### src/hw/exec_map.svh
// widths, field positions, opcodes and reset values of the immediate and port group
`ifndef EXEC_MAP_SVH
`define EXEC_MAP_SVH

`define INSTR_W 10
`define NIB_W 4
`define BANK_W 2
`define PC_W_DEFAULT 11

// opcode patterns; the three loads are compared after masking with the matching field mask, the rest whole
`define OP_NO_OPERATION 10'h000
`define OP_LOAD_ACC 10'h070
`define MASK_LOAD_ACC 10'h3f0
`define OP_LOAD_COL_ROW 10'h300
`define MASK_LOAD_COL_ROW 10'h300
`define OP_LOAD_BANK 10'h048
`define MASK_LOAD_BANK 10'h3fc
`define OP_OUT_BIT 10'h21f
`define OP_OUT_PORT0 10'h220
`define OP_OUT_PORT1 10'h223

// immediate field positions
`define COL_HI 7
`define COL_LO 4
`define ROW_HI 3
`define ROW_LO 0
`define BANK_HI 1
`define BANK_LO 0

// reset values
`define ACC_RST 4'h0
`define PTR_RST 4'h0
`define BANK_RST 2'h0
`define PORT_RST 4'h0
`define BIT_PORT_RST 1'h0
`define CARRY_RST 1'h0

`endif

### src/hw/exec_pkg.sv
// types shared by the decoder and the execution unit
package exec_pkg;
  typedef enum {
    OPC_NONE,
    OPC_NO_OPERATION,
    OPC_LOAD_ACC,
    OPC_LOAD_COL_ROW,
    OPC_LOAD_BANK,
    OPC_OUT_BIT,
    OPC_OUT_PORT0,
    OPC_OUT_PORT1
  } opclass_e;
endpackage : exec_pkg

### src/hw/decode_if.sv
// decoded instruction carried from the decoder to the execution unit
`timescale 1ns/1ps
interface decode_if;
  import exec_pkg::*;
  logic [9:0] word;
  opclass_e op;
  modport dec (input word, output op);
  modport exe (output word, input op);
endinterface : decode_if

### src/hw/instr_decoder.sv
// combinational decoder of the immediate and port output instruction group
`timescale 1ns/1ps
`include "exec_map.svh"
module instr_decoder (
  decode_if.dec dec
);
  import exec_pkg::*;

  function automatic logic match(input logic [9:0] w, input logic [9:0] m,
                                 input logic [9:0] p);
    match = ((w & m) == p);
  endfunction : match

  always_comb begin
    // top two bits pick col/row load
    if (match(dec.word, `MASK_LOAD_COL_ROW, `OP_LOAD_COL_ROW)) begin
      dec.op = OPC_LOAD_COL_ROW;
    end else if (match(dec.word, `MASK_LOAD_ACC, `OP_LOAD_ACC)) begin
      dec.op = OPC_LOAD_ACC;
    end else if (match(dec.word, `MASK_LOAD_BANK, `OP_LOAD_BANK)) begin
      dec.op = OPC_LOAD_BANK;
    end else if (dec.word == `OP_NO_OPERATION) begin
      dec.op = OPC_NO_OPERATION;
    end else if (dec.word == `OP_OUT_BIT) begin
      dec.op = OPC_OUT_BIT;
    end else if (dec.word == `OP_OUT_PORT0) begin
      dec.op = OPC_OUT_PORT0;
    end else if (dec.word == `OP_OUT_PORT1) begin
      dec.op = OPC_OUT_PORT1;
    end else begin
      dec.op = OPC_NONE;
    end
  end
endmodule : instr_decoder

### src/hw/load_immediate_and_port_output_exec.sv
// execution unit for immediate loads, no-operation and accumulator port writes
//
// Operation
// - load_acc_immediate puts a 4-bit value in the accumulator, only the first of a run acts.
// - load_col_row_pointers puts the first nibble in the column and the second in the row.
// - back to back load_col_row_pointers words after the first are skipped as no-ops.
// - load_col_row_pointers is the word with both top bits set, column 7:4 and row 3:0.
// - load_bank_pointer writes the two low instruction bits into the bank pointer.
// - no_operation only advances the program counter by one.
// - out_bit_port_from_acc drives the one-bit port with accumulator bit 0.
// - out_port0_from_acc copies the accumulator to output_port_0.
// - out_port1_from_acc copies the accumulator to output_port_1.
`timescale 1ns/1ps
`include "exec_map.svh"
module load_immediate_and_port_output_exec #(
  parameter int PC_W = `PC_W_DEFAULT
) (
  input wire logic clock_i,
  input wire logic reset_i,
  input wire logic instr_valid_i,
  input wire logic [9:0] instr_i,
  output logic [PC_W-1:0] pc_o,
  output logic [3:0] acc_o,
  output logic carry_flag_o,
  output logic [3:0] col_ptr_o,
  output logic [3:0] row_ptr_o,
  output logic [1:0] bank_ptr_o,
  output logic bit_port_o,
  output logic [3:0] output_port_0_o,
  output logic [3:0] output_port_1_o,
  output logic skip_o,
  output logic unknown_o
);
  import exec_pkg::*;

  // refused at elaboration: the counter must fit the fetch address range
  if (PC_W < 1 || PC_W > 16) begin : g_pc_w_check
    $error("PC_W out of range");
  end

  ////////////////////////////////////////////////////////////////////////////
  // decode

  decode_if dif ();
  opclass_e op;
  assign dif.word = instr_i;
  assign op = dif.op;

  instr_decoder u_dec (
    .dec(dif.dec)
  );

  ////////////////////////////////////////////////////////////////////////////
  // state

  logic [PC_W-1:0] pc, next_pc;
  logic [3:0] acc, next_acc;
  logic carry, next_carry;
  logic [3:0] col, next_col;
  logic [3:0] row, next_row;
  logic [1:0] bank, next_bank;
  logic kbit, next_kbit;
  logic [3:0] port0, next_port0;
  logic [3:0] port1, next_port1;
  // class of the previous word, seen or skipped, for run detection
  opclass_e last_op, next_last_op;
  logic skip, next_skip;
  logic unknown, next_unknown;
  logic run_skip;

  // a run continues even over skipped members, so last_op follows every word
  assign run_skip = (op == OPC_LOAD_ACC || op == OPC_LOAD_COL_ROW) && (last_op == op);

  always_comb begin
    next_pc = pc;
    next_acc = acc;
    next_carry = carry;
    next_col = col;
    next_row = row;
    next_bank = bank;
    next_kbit = kbit;
    next_port0 = port0;
    next_port1 = port1;
    next_last_op = last_op;
    next_skip = 1'b0;
    next_unknown = 1'b0;
    if (instr_valid_i) begin
      // one word, one cycle, carry untouched
      next_pc = pc + PC_W'(1);
      next_last_op = op;
      next_skip = run_skip;
      // first of a run loads acc
      // later loads of a run do nothing
      if (!run_skip) begin
        case (op)
          OPC_LOAD_ACC: begin
            next_acc = instr_i[`NIB_W-1:0];
          end
          OPC_LOAD_COL_ROW: begin
            next_col = instr_i[`COL_HI:`COL_LO];
            next_row = instr_i[`ROW_HI:`ROW_LO];
          end
          OPC_LOAD_BANK: begin
            next_bank = instr_i[`BANK_HI:`BANK_LO];
          end
          OPC_NO_OPERATION: begin
            next_pc = pc + PC_W'(1);
          end
          // bit port from acc bit 0
          OPC_OUT_BIT: begin
            next_kbit = acc[0];
          end
          OPC_OUT_PORT0: begin
            next_port0 = acc;
          end
          OPC_OUT_PORT1: begin
            next_port1 = acc;
          end
          // words outside the group are flagged and otherwise ignored here
          default: begin
            next_unknown = 1'b1;
          end
        endcase
      end
    end
  end

  // ports only load on their own write
  always_ff @(posedge clock_i or posedge reset_i) begin
    if (reset_i) begin
      pc <= '0;
      acc <= `ACC_RST;
      carry <= `CARRY_RST;
      col <= `PTR_RST;
      row <= `PTR_RST;
      bank <= `BANK_RST;
      kbit <= `BIT_PORT_RST;
      port0 <= `PORT_RST;
      port1 <= `PORT_RST;
      last_op <= OPC_NONE;
      skip <= 1'b0;
      unknown <= 1'b0;
    end else begin
      pc <= next_pc;
      acc <= next_acc;
      carry <= next_carry;
      col <= next_col;
      row <= next_row;
      bank <= next_bank;
      kbit <= next_kbit;
      port0 <= next_port0;
      port1 <= next_port1;
      last_op <= next_last_op;
      skip <= next_skip;
      unknown <= next_unknown;
    end
  end

  assign pc_o = pc;
  assign acc_o = acc;
  assign carry_flag_o = carry;
  assign col_ptr_o = col;
  assign row_ptr_o = row;
  assign bank_ptr_o = bank;
  assign bit_port_o = kbit;
  assign output_port_0_o = port0;
  assign output_port_1_o = port1;
  assign skip_o = skip;
  assign unknown_o = unknown;

  ////////////////////////////////////////////////////////////////////////////
  // checks

  chk_acc_first_load: assert property (@(posedge clock_i) disable iff (reset_i)
    (instr_valid_i && op == OPC_LOAD_ACC && last_op != OPC_LOAD_ACC)
    |=> acc == $past(instr_i[3:0]))
    else $error("first acc load not taken");

  chk_acc_run_hold: assert property (@(posedge clock_i) disable iff (reset_i)
    (instr_valid_i && op == OPC_LOAD_ACC && last_op == OPC_LOAD_ACC) |=> $stable(acc) && skip)
    else $error("repeated acc load changed acc");

  chk_ptr_load: assert property (@(posedge clock_i) disable iff (reset_i)
    (instr_valid_i && op == OPC_LOAD_COL_ROW && last_op != OPC_LOAD_COL_ROW)
    |=> col == $past(instr_i[7:4]) && row == $past(instr_i[3:0]))
    else $error("col/row load wrong");

  chk_ptr_run_hold: assert property (@(posedge clock_i) disable iff (reset_i)
    (instr_valid_i && op == OPC_LOAD_COL_ROW && last_op == OPC_LOAD_COL_ROW)
    |=> $stable(col) && $stable(row) && skip)
    else $error("repeated col/row load acted");

  chk_ptr_decode: assert property (@(posedge clock_i) disable iff (reset_i)
    instr_i[9:8] == 2'h3 |-> op == OPC_LOAD_COL_ROW)
    else $error("col/row load not decoded");

  chk_bank_load: assert property (@(posedge clock_i) disable iff (reset_i)
    (instr_valid_i && op == OPC_LOAD_BANK) |=> bank == $past(instr_i[1:0]))
    else $error("bank load wrong");

  chk_pc_only_step: assert property (@(posedge clock_i) disable iff (reset_i)
    (instr_valid_i && op == OPC_NO_OPERATION)
    |=> pc == $past(pc) + PC_W'(1) && $stable(acc) && $stable(col) && $stable(row)
    && $stable(bank) && $stable(kbit) && $stable(port0) && $stable(port1))
    else $error("no_operation changed state");

  chk_bit_port: assert property (@(posedge clock_i) disable iff (reset_i)
    (instr_valid_i && op == OPC_OUT_BIT) |=> kbit == $past(acc[0]) && $stable(acc))
    else $error("bit port wrong");

  chk_port0_write: assert property (@(posedge clock_i) disable iff (reset_i)
    (instr_valid_i && op == OPC_OUT_PORT0) |=> port0 == $past(acc) && $stable(carry))
    else $error("port 0 write wrong");

  chk_port1_write: assert property (@(posedge clock_i) disable iff (reset_i)
    (instr_valid_i && op == OPC_OUT_PORT1) |=> port1 == $past(acc) && $stable(carry))
    else $error("port 1 write wrong");

  chk_carry_fixed: assert property (@(posedge clock_i) disable iff (reset_i)
    instr_valid_i |=> $stable(carry) && pc == $past(pc) + PC_W'(1))
    else $error("carry moved or cycle count wrong");

  chk_port0_hold: assert property (@(posedge clock_i) disable iff (reset_i)
    !(instr_valid_i && op == OPC_OUT_PORT0) |=> $stable(port0))
    else $error("port 0 changed without write");

  chk_port1_hold: assert property (@(posedge clock_i) disable iff (reset_i)
    !(instr_valid_i && op == OPC_OUT_PORT1) |=> $stable(port1))
    else $error("port 1 changed without write");
endmodule : load_immediate_and_port_output_exec

### config.mk
export PLATFORM = sky130hd
export DESIGN_NAME = load_immediate_and_port_output_exec
export DESIGN_NICKNAME = d
export VERILOG_FILES = /design/src/hw/exec_pkg.sv /design/src/hw/decode_if.sv /design/src/hw/instr_decoder.sv /design/src/hw/load_immediate_and_port_output_exec.sv
export VERILOG_INCLUDE_DIRS = /design/src /design/src/hw
export SDC_FILE = /design/constraint.sdc
export NUM_CORES = 1
export LEC_CHECK = 0
export ABC_AREA = 1
export BUFFER_PORTS_ARGS = -buffer_cell sky130_fd_sc_hd__buf_2
export CAP_MARGIN = 20
export CORE_UTILIZATION = 45
export DETAILED_ROUTE_END_ITERATION = 8
export PLACE_DENSITY = 0.71
export RECOVER_POWER = 100
export SYNTH_ARGS = -nofsm -noshare
export SYNTH_HDL_FRONTEND = slang
export SYNTH_SLANG_ARGS = --single-unit
### constraint.sdc
create_clock -name clock_i -period 1.4 [get_ports clock_i]
set_clock_uncertainty 0.1 [all_clocks]
set_input_delay 0.07 -clock clock_i [delete_from_list [all_inputs] [get_ports clock_i]]
set_output_delay 0.07 -clock clock_i [all_outputs]
set_load 0.005 [all_outputs]
# Word level (Yosys, flattened, before mapping)
# Cells that the tools add are included.
# Widths: inputs -> output; s select.
# totals
in_bits	13
reg_bits	68
output_inout_bits	37
# classes
n_mux	11
add_sub_neg	1
bitwise_logic	1
reduce_logical	10
n_eq_ne	16
# op_table
operator	n
$eq 32x3->1 const B	6
$mux 32	6
$eq 32x2->1 const B	2
$eq 32x1->1 const B	1
$eq 32x32->1	1
$eq 10x10->1 const B	3
$reduce_and 3->1	6
$add 11x1->11 const B	1
$logic_not 10->1	1
$eq 8x5->1 const B	1
$reduce_or 7->1	1
$eq 6x3->1 const B	1
$mux 1	4
$mux 3	1
$eq 2x2->1 const B	1
$logic_and 1x1->1	1
$logic_or 1x1->1	1
$not 1->1	1

# Logic depth before layout (Yosys ltp)
# Gate-level depths: netlist of run 1.
# depth
word_depth	13
depth_mapped	13
depth_no_buf	13

# Hierarchy
# From an unflattened synthesis of run 1, not the netlist that was laid out.
# unflattened
hier_cells	516
area_unflattened_um2	3893.7
# modules_own_cells
mod	area_each_um2	n_inst	seq_area_each_um2	cells_each
load_immediate_and_port_output_exec	3482.1	1	1701.6	445
instr_decoder	411.6	1	0.0	71

# Least setup slack after synthesis of run 1
# No wires, ideal clock.
# synth_timing
kind	flip-flop to flip-flop
from	register pc[0] (netlist: pc_o[0])
to	register pc[10] (netlist: pc_o[10])
path_stages_with_launch	7
period_less_slack_ps	1453
slack_ps	-53
t_arrival_ps	1230
required_time_ps	1177
path_cell_list	dfrtp_1 -> ha_1 -> nand4_1 -> nand3b_1 -> nor2_1 -> nand4_1 -> xnor2_1
# synth_between
elab_chain_len	1
# synth_lines
element	line_no	source
start: declaration	load_immediate_and_port_output_exec.sv:56	logic [PC_W-1:0] pc, next_pc;
start signal: assignment	load_immediate_and_port_output_exec.sv:144	pc <= next_pc;
$add 11x1->11	load_immediate_and_port_output_exec.sv:89, load_immediate_and_port_output_exec.sv:107	
# Every way passes these cells.
# A chain may end at the register's enable or synchronous reset.

# Worst setup path after layout of run 1
# layout_timing
from	register pc[1] (netlist: pc_o[1])
to	register pc[10] (netlist: pc_o[10])
# Same word-level chain as after synthesis.

==> impl_metrics.py, run 1 <==
metrics = {
    "worst_setup_path": {
        "required_ns": 1.48,
        "cp-end-kind": "register",
        "path_class": "register to register",
        "crit_arrival_ns": 1.61,
        "cp-start-kind": "register",
        "cp_max_fo": 2,
    },
    "routing": {
        "drt_wl_total_mm": 4.44,
        "num_vias": 1775,
        "antenna_left": 0,
        "drtPass1Iterations": 5,
        "viasPerCell": 4.77,
        "wl_per_cell_um": 11.9,
        "drc_errors": 0,
        "drt_iter0_markers": 123,
    },
    "cts": {
        "clk-insertion-delay-late_ns": 0.29,
        "h-tree-depth": 2,
        "clock_sinks": 39,
        "clk_pin_slew_ns": 0.07,
        "cts_buffers": 5,
        "cts_tree": "built",
        "cts-root-buf": "clkbuf_8",
        "cts_buffer_depth": 2,
    },
    "power": {
        "ir_drop_mv": 0.671,
        "power_leakage_nw": 1.48,
        "power.density_nw_per_um2": 1220,
    },
    "global_route": {
        "track_usage_pct": 20.1,
        "antenna_found_initial": 0,
        "grt_pass1_wl_mm": 6.82,
        "overflow": 0,
        "grt_max_degree": 40,
        "grt_pass1_vias": 1502,
    },
    "timing": {
        "max_freq_mhz": 653,
        "finalMaxSlewViolations": 0,
        "rsz0062_at_grt": "yes",
        "min_period_ns": 1.53,
        "slew_headroom_pct": 64.9,
        "setup_ws_ns": -0.131,
        "min_period_over_period_pct": 109,
        "tns_ns": -0.423,
        "hold_viol_final": 0,
        "setup_viol": 6,
        "worst_slew_pin_slew_ns": 0.526,
    },
    "flow_run": {
        "cap_violations": 0,
    },
    "floorplan": {
        "die_w_um": 68.3,
        "num_rows": 23,
        "die_h_um": 68.3,
        "start_util_pct": 48.1,
        "io_pins": 50,
        "core-area_sq_um": 4120,
        "dieArea_sq_um": 4670,
    },
    "synthesis": {
        "synth_warnings": 0,
        "synthFlopType": "dfrtp_1",
        "ys_ff_latch": 39,
        "netlist_instances": 235,
        "async_flop_share_pct": 100,
        "mappedNetlistNets": 249,
        "synth.avg_cell_area_sq_um": 8.42,
        "yosysSeqAreaShare_pct": 49.3,
        "syn-cell-area_sq_um": 1980,
        "synth_edf_count": 0,
        "yosys.cell_types.count": 27,
    },
    "cells_and_area": {
        "fin_area_sq_um": 2660,
        "num-fill-cells": 361,
        "diodes": 0,
        "register_area_sq_um": 976,
        "utilization_pct": 64.7,
        "multi_input_area_sq_um": 898,
        "area_growth_pct": 34.4,
        "nets": 335,
        "drive_above_1_share_pct": 29.8,
    },
    "status": {
        "violations": "setup timing",
        "status": "finished with violations",
    },
    "placement": {
        "place_area_sq_um": 2440,
        "io_buffers": 48,
        "dp_slack_ns": -0.199,
        "gp_congestion": 0.819,
        "post-dp-hpwl_mm": 3.16,
    },
    "hold_path": {
        "hp-class": "input pin to register",
    },
}
## cells by family after synthesis
family	share of synthesized area, %
AO/OA/AOI/OAI	1.77
adder cells (fa/ha/maj)	0.632
other	0.189
flip-flops	49.3
AND/OR/NAND/NOR	37.0
buffers and inverters	6.64
XOR/XNOR	4.42
## flip-flops by register name, summed over array words and instances, names as in the netlist
register,count
acc_o,4
bank_ptr_o,2
bit_port_o,1
col_ptr_o,4
last_op,3
output_port_0_o,4
output_port_1_o,4
pc_o,11
row_ptr_o,4
skip_o,1
unknown_o,1
## layout make-up
cell class,count,share of cell area (%)
flip-flops and latches,39,36.7
inverters,29,4.09
repair buffers,82,18.1
clock inverters,2,2.26
multi-input cells,164,33.8
clock buffers,6,2.73
well taps,50,2.35
## layer usage
layer  vias to the layer above  routed length (um)  track usage, %
met4                         0                  79            8.59
met2                        44                2050            31.7
li1                        907                   -               -
met5                         -                   0               0
met1                       816                2140            26.8
met3                         8                 171            3.50
## repair_timing
| item | in CTS | in global routing |
|---|---|---|
| setup buffers | 0 | 5 |
| resized for setup | 2 | 7 |
| pin swaps | 0 | 5 |
| endpoints found under the setup margin | 4 | 20 |
| cloned | 0 | 0 |
| endpoints found under the hold margin | 44 | 0 |
| hold buffers | 5 | 0 |
## critical path, cell delays in order (launching register included)
cell and delay (ns):
dfrtp_1 0.38, ha_2 0.19, nand4_1 0.13, nand3b_1 0.24
nor2_2 0.13, nand4_1 0.10, xnor2_1 0.14
## power breakdown
part	total, mW	internal [mW]	switching [mW]
Sequential	1.44	1.29	0.147
Clock	1.10	0.712	0.389
Combinational	0.714	0.362	0.352
Total	3.25	2.37	0.887
## layout by cell type, fill, tap and decap left out
cell type	n
bufinv_16	2
nand4_1	7
nand3_2	3
nand2_4	2
nor4_1	1
conb_1	1
nor2_8	1
nand2_2	9
inv_2	5
nor2_1	14
nor2_2	7
buf_6	1
nand3b_1	1
nand4_2	1
dfrtp_1	39
o21ai_1	3
clkbuf_1	24
xor2_1	6
nand3_4	1
xnor2_1	4
buf_2	25
clkbuf_8	5
nand3_1	25
nor3b_4	1
clkbuf_4	2
nand2_1	68
buf_4	26
ha_2	1
nor2_4	4
inv_1	24
o21ai_0	4
dlygate4sd3_1	5
## path summary, 6_finish.rpt
check / from / to / slack (ns) / cells after the start
min in group asynchronous: reset_i / pc_o[8] / 0.37 / 4
max in group asynchronous: reset_i / output_port_1_o[2] / 0.47 / 4
hold / removal: instr_i[0] / bank_ptr_o[0] / 0.04 / 4
hold reg to reg: pc_o[10] / pc_o[10] / 0.36 / 1
setup / recovery: pc_o[1] / pc_o[10] / -0.13 / 6
setup reg to reg: pc_o[1] / pc_o[10] / -0.13 / 6
## metrics by stage
stage	cells	hold slack, ns	total power, mW
floorplan	235	0.0868	1.74
global placement	354	0.109	2.07
detailed placement	354	0.114	2.08
CTS	367	0.0313	3.20
global route	372	0.0584	3.42
finish	372	0.0412	3.25
## synth_stat cells, types with 3 or more instances
cell	n	area, sq um
xor2_1	6	52.6
nand3_1	25	125
inv_1	24	90.1
o21ai_0	4	20.0
nand2_1	69	259
nand4_1	7	43.8
inv_2	5	18.8
dfrtp_1	39	976
nor2_4	4	45.0
nand3_2	3	30.0
nor2_2	3	18.8
nor2_1	18	67.6
xnor2_1	4	35.0
o21ai_1	3	15.0
nand2_2	8	50.1
Power figures use the tool's default switching activity.
==> run 2, diff against run 1 <==
Settings changed: ABC_AREA 1 to not set, PLACE_DENSITY 0.71 to 0.67, SYNTH_HIERARCHICAL set to 1.
==> impl_metrics.py, run 2 <==
metrics = {
    "worst_setup_path": {
        "crit_family": "buffers and inverters",
        "required_ns": 1.54,
        "crit_top_cell": "buf_4",
        "cp-end-kind": "register",
        "crit_slowest_cell": "dfrtp_1",
        "crit_buf_inv": 3,
        "cp-start-kind": "register",
        "crit_arrival_ns": 2.33,
        "path_cells": "xor2_1 -> nor4_2 -> buf_4 -> nand4_1 -> buf_4 -> o211ai_2 -> buf_6 -> mux2_4",
        "cp_max_fo": 4,
        "slowest_delay_ns": 0.39,
        "path_class": "register to register",
        "r2r_slack_ns": -0.79,
    },
    "timing": {
        "setup_ws_ns": -0.790,
        "worst_slew_pin_slew_ns": 0.510,
        "slew_headroom_pct": 66.0,
        "tns_ns": -11.59,
        "min_period_ns": 2.19,
        "max_freq_mhz": 457,
        "min_period_over_period_pct": 156,
        "rsz0062_at_grt": "yes",
        "setup_viol": 24,
        "finalMaxSlewViolations": 0,
        "hold_slack_ns": 0.0180,
        "hold_viol_final": 0,
    },
    "cells_and_area": {
        "nets": 390,
        "area_growth_pct": 30.2,
        "final_common_cell": "dfrtp_1",
        "fin_area_sq_um": 4540,
        "top_register": "last_op",
        "final_cell_mix": "dfrtp_1 (68), xor2_1 (34), mux2_2 (32)",
        "largest_register_ff_count": 32,
        "final_cells": 480,
        "drive_above_1_share_pct": 43.0,
        "diodes": 0,
        "num-fill-cells": 605,
    },
    "cts": {
        "cts_buffer_depth": 2,
        "cts_buffers": 9,
        "cts-root-buf": "clkbuf_8",
        "clk_pin_slew_ns": 0.08,
        "cts_tree": "built",
        "clock_sinks": 68,
        "clk-insertion-delay-late_ns": 0.35,
        "h-tree-depth": 3,
    },
    "synthesis": {
        "syn-cell-area_sq_um": 3480,
        "synthFlopType": "dfrtp_1",
        "synth.avg_cell_area_sq_um": 12.6,
        "ys_ff_latch": 68,
        "synthTopCellsByArea": "dfrtp_1 (49%), mux2_2 (18%), xor2_1 (8.5%)",
        "synth_warnings": 6,
        "synth_top_area_cell": "dfrtp_1",
        "netlist_instances": 276,
        "ys_top_cells_by_count": "dfrtp_1 (68), mux2_2 (55), xor2_1 (34)",
        "yosysSeqAreaShare_pct": 48.9,
        "synth.most_common_cell": "dfrtp_1",
        "yosys.cell_types.count": 32,
        "synth_edf_count": 0,
        "async_flop_share_pct": 100,
        "yosysTopAreaCellShare_pct": 48.9,
    },
    "placement": {
        "dp_slack_ns": -1.09,
        "dpl.cell_count": 445,
        "post-dp-hpwl_mm": 4.73,
        "gp_congestion": 0.838,
        "place_area_sq_um": 4010,
        "io_buffers": 48,
    },
    "routing": {
        "drt_wl_total_mm": 7.14,
        "antenna_left": 0,
        "drtPass1Iterations": 4,
        "viasPerCell": 4.89,
        "drc_errors": 0,
        "num_vias": 2345,
        "drt_iter0_markers": 104,
        "wl_per_cell_um": 14.9,
    },
    "floorplan": {
        "core-area_sq_um": 7370,
        "num_rows": 31,
        "dieArea_sq_um": 8100,
        "start_util_pct": 47.3,
        "die_h_um": 90.0,
        "io_pins": 50,
        "die_w_um": 90.0,
    },
    "status": {
        "violations": "setup timing",
        "status": "finished with violations",
    },
    "flow_run": {
        "cap_violations": 0,
    },
    "power": {
        "pwr-share-comb_pct": 18.0,
        "power.density_nw_per_um2": 1080,
        "pwr-share-seq_pct": 47.2,
        "netSwitchingPower_mw": 1.41,
        "ir_drop_mv": 0.606,
        "power_leakage_nw": 2.17,
        "p_sw_share_pct": 28.9,
        "p_int_mw": 3.48,
        "clock_power_share_pct": 34.8,
    },
    "global_route": {
        "overflow": 0,
        "grt_pass1_wl_mm": 12.4,
        "grt_pass1_vias": 2476,
        "antenna_found_initial": 0,
        "track_usage_pct": 19.6,
        "grt_max_degree": 30,
    },
    "hold_path": {
        "hp-class": "input pin to register",
    },
}
## run 2: cell families after synthesis
| kind of cell | after synthesis | synth area share [%] |
|---|---|---|
| flip-flops | 68 | 48.9 |
| AND/OR/NAND/NOR | 62 | 12.5 |
| multiplexers | 55 | 17.8 |
| XOR/XNOR | 43 | 10.8 |
| buffers and inverters | 40 | 7.76 |
| AO/OA/AOI/OAI | 5 | 1.72 |
| other | 2 | 0.216 |
| adder cells (fa/ha/maj) | 1 | 0.359 |
## run 2: worst reg2reg max path: stages, from the launching register on
cell      delay (ns)
dfrtp_1         0.39
xor2_1          0.16
nor4_2          0.29
buf_4           0.16
nand4_1         0.17
buf_4           0.20
o211ai_2        0.16
buf_6           0.15
mux2_4          0.29
## run 2: final timing paths
check | startpoint | endpoint | cells past startpoint
worst min-delay path | instr_i[1] | bank_ptr_o[1] | 3
worst max register to register | last_op[29] | acc_o[0] | 8
worst min register to register | pc_o[10] | pc_o[10] | 1
max in group asynchronous | reset_i | pc_o[2] | 4
min in group asynchronous | reset_i | unknown_o | 3
worst max-delay path | last_op[29] | acc_o[0] | 8
## run 2: layout make-up
cell class                 count  area, sq um  area share, %
multi-input combinational    196         1780           39.2
sequential                    68         1700           37.5
tap                           99          124           2.73
inverter                       5         25.0          0.552
clock inverter                 7         82.6           1.82
timing repair buffer          96          699           15.4
clock buffer                   9          124           2.73
## run 2: metal layers
layer  GRT usage, %  routed length (um)
met3           5.41                 214
met4           6.45                 109
met5              0                   0
met1           25.9                3380
met2           31.4                3430
## run 2: power groups by stage
| stage | sequential (mW) | clock [mW] | combinational (mW) |
|---|---|---|---|
| 2_1_floorplan | 2.35 | 0 | 0.508 |
| 6_report | 2.31 | 1.70 | 0.879 |
| 4_1_cts | 2.32 | 1.74 | 0.829 |
| 3_5_place_dp | 2.36 | 0 | 0.759 |
| 5_1_grt | 2.34 | 1.83 | 0.974 |
| 3_3_place_gp | 2.35 | 0 | 0.745 |
## run 2: through the flow
step                      power, mW  util [%]
after global placement         3.09      54.4
after global routing           5.14      61.6
final                          4.89      61.6
after floorplan                2.86         -
after CTS                      4.88      62.1
after detailed placement       3.12      54.4
## run 2: repair_timing
action | CTS | global route
endpoints found under the setup margin | 24 | 26
buffers inserted | 9 | 2
hold endpoints to repair | 47 | 0
pin swaps | 18 | 14
hold buffers | 8 | 0
gates resized for setup | 51 | 6
==> run 3, diff against run 2 <==
Settings changed: PLACE_DENSITY 0.67 to 0.72, SYNTH_HIERARCHICAL 1 to not set.
==> impl_metrics.py, run 3 <==
metrics = {
    "status": {
        "status": "finished with violations",
        "violations": "setup timing",
    },
    "synthesis": {
        "synth_warnings": 0,
        "mappedNetlistNets": 148,
        "async_flop_share_pct": 100,
        "yosys.cell_types.count": 35,
        "synth.most_common_cell": "dfrtp_1",
        "ys_top_cells_by_count": "dfrtp_1 (39), mux2_2 (16), nand3_1 (9), xnor2_1 (9)",
        "synth_edf_count": 0,
        "synth.avg_cell_area_sq_um": 13.1,
        "netlist_instances": 134,
        "yosysTopAreaCellShare_pct": 55.8,
        "syn-cell-area_sq_um": 1750,
        "ys_ff_latch": 39,
        "synthTopCellsByArea": "dfrtp_1 (56%), mux2_2 (10%), mux2_4 (6.9%)",
        "synth_top_area_cell": "dfrtp_1",
        "yosysSeqAreaShare_pct": 55.8,
        "synthFlopType": "dfrtp_1",
    },
    "global_route": {
        "antenna_found_initial": 0,
        "grt_pass1_wl_mm": 6.66,
        "grt_max_degree": 40,
        "track_usage_pct": 21.6,
        "overflow": 0,
        "grt_pass1_vias": 1432,
    },
    "cells_and_area": {
        "diodes": 0,
        "area_growth_pct": 41.6,
        "final_cell_mix": "dfrtp_1 (39), buf_2 (37), buf_4 (29)",
        "final_common_cell": "dfrtp_1",
        "num-fill-cells": 299,
        "largest_register_ff_count": 11,
        "drive_above_1_share_pct": 54.8,
        "nets": 234,
        "final_cells": 267,
    },
    "cts": {
        "h-tree-depth": 2,
        "cts_tree": "built",
        "cts_buffer_depth": 2,
        "clk_pin_slew_ns": 0.07,
        "clock_sinks": 39,
        "cts-root-buf": "clkbuf_8",
        "cts_buffers": 5,
        "clk-insertion-delay-late_ns": 0.28,
    },
    "power": {
        "finalPower_mw": 2.94,
        "pwr-share-seq_pct": 51.5,
        "pwr-share-comb_pct": 25.5,
        "p_sw_share_pct": 28.8,
        "power.density_nw_per_um2": 1190,
        "netSwitchingPower_uw": 845,
        "p_int_mw": 2.09,
        "clock_power_share_pct": 23.0,
        "power_leakage_nw": 1.25,
        "ir_drop_mv": 0.662,
    },
    "routing": {
        "num_vias": 1381,
        "antenna_left": 0,
        "viasPerCell": 5.17,
        "drc_errors": 0,
        "drt_wl_total_mm": 4.10,
        "drt_iter0_markers": 76,
        "wl_per_cell_um": 15.4,
        "drtPass1Iterations": 4,
    },
    "floorplan": {
        "start_util_pct": 47.4,
        "core-area_sq_um": 3690,
        "dieArea_sq_um": 4140,
        "num_rows": 22,
        "io_pins": 50,
        "die_w_um": 64.3,
        "die_h_um": 64.3,
    },
    "timing": {
        "tns_ns": -7.91,
        "max_freq_mhz": 537,
        "finalMaxSlewViolations": 0,
        "min_period_over_period_pct": 133,
        "worst_slew_pin_slew_ns": 0.509,
        "slew_headroom_pct": 66.1,
        "rsz0062_at_grt": "yes",
        "setup_viol": 24,
        "setup_ws_ns": -0.462,
        "min_period_ns": 1.86,
        "hold_viol_final": 0,
    },
    "placement": {
        "dpl.cell_count": 258,
        "dp_slack_ns": -0.840,
        "io_buffers": 48,
        "gp_congestion": 0.843,
        "post-dp-hpwl_mm": 2.96,
    },
    "flow_run": {
        "cap_violations": 0,
    },
    "worst_setup_path": {
        "cp-end-kind": "register",
        "crit_arrival_ns": 1.93,
        "cp_max_fo": 8,
        "required_ns": 1.47,
        "path_class": "input pin to register",
        "cp-start-kind": "input pin",
    },
    "hold_path": {
        "hp-class": "input pin to register",
    },
}
==> run 3: logic make-up (layout without fill, tap and decap cells) <==
family / Yosys count / in the layout / share of synthesized area [%]
buf+inv: 6 / 91 / 1.93
xor+xnor: 12 / 12 / 6.01
simple gates: 42 / 42 / 14.9
flops: 39 / 39 / 55.8
mux: 24 / 24 / 17.2
other cells: 1 / 1 / 0.214
fa+ha+maj: 1 / 1 / 0.715
compound gates: 9 / 9 / 3.29
==> run 3: final cells by class <==
| type | count | area [sq um] | area share, % |
|---|---|---|---|
| clock buffers | 5 | 68.8 | 2.78 |
| inverters | 3 | 11.3 | 0.455 |
| well taps | 48 | 60.1 | 2.43 |
| multi-input cells | 89 | 836 | 33.8 |
| repair buffers | 82 | 517 | 20.9 |
| clock inverters | 1 | 7.51 | 0.303 |
| flip-flops and latches | 39 | 976 | 39.4 |
==> run 3: final timing paths <==
path | start | endpoint | slack [ns] | depth (start not counted)
max | instr_i[8] | row_ptr_o[3] | -0.46 | 6
min | instr_i[6] | col_ptr_o[2] | 0.08 | 3
max reg2reg | last_op[1] | row_ptr_o[3] | -0.38 | 4
min reg2reg | pc_o[10] | pc_o[10] | 0.37 | 1
max in group asynchronous | reset_i | row_ptr_o[1] | 0.48 | 4
min in group asynchronous | reset_i | output_port_0_o[1] | 0.37 | 4
==> run 3: power groups by stage <==
| stage | clock (mW) | combinational, mW | sequential, mW |
|---|---|---|---|
| 6_report | 0.674 | 0.749 | 1.51 |
| 5_1_grt | 0.737 | 0.826 | 1.54 |
| 4_1_cts | 0.692 | 0.782 | 1.51 |
| 3_5_place_dp | 0 | 0.754 | 1.53 |
| 3_3_place_gp | 0 | 0.710 | 1.51 |
| 2_1_floorplan | 0 | 0.323 | 1.54 |
==> run 3: metal layers <==
layer,wire [um],global-route usage (%),up-vias,part of all wire (%)
li1,-,-,652,-
met1,1610,25.1,668,39
met2,2170,36.4,48,53
met3,170,4.46,13,4.1
met4,148,13.1,0,3.6
met5,0,0,-,0
==> run 3: repair_timing <==
action / 4_1_cts / 5_1_grt
hold endpoints to repair: 40 / 0
cloned: 0 / 0
resized for setup: 20 / 6
endpoints found under the setup margin: 24 / 26
pin swaps: 9 / 5
hold buffers: 2 / 0
setup buffers: 1 / 0
==> run 3: critical path: stages <==
cell       delay [ns]
buf_8            0.10
nor4b_4          0.37
o2111ai_2        0.22
and3_4           0.21
or4_4            0.61
mux2_4           0.33
==> run 3: per-stage QoR <==
step / cell area (sq um) / hold WS, ns / utilization, %
floorplan: 1760 / 0.119 / -
global placement: 2270 / 0.0925 / 61.6
detailed placement: 2270 / 0.112 / 61.6
CTS: 2470 / 0.0712 / 67.1
global route: 2480 / 0.0791 / 67.1
finish: 2480 / 0.0766 / 67.1
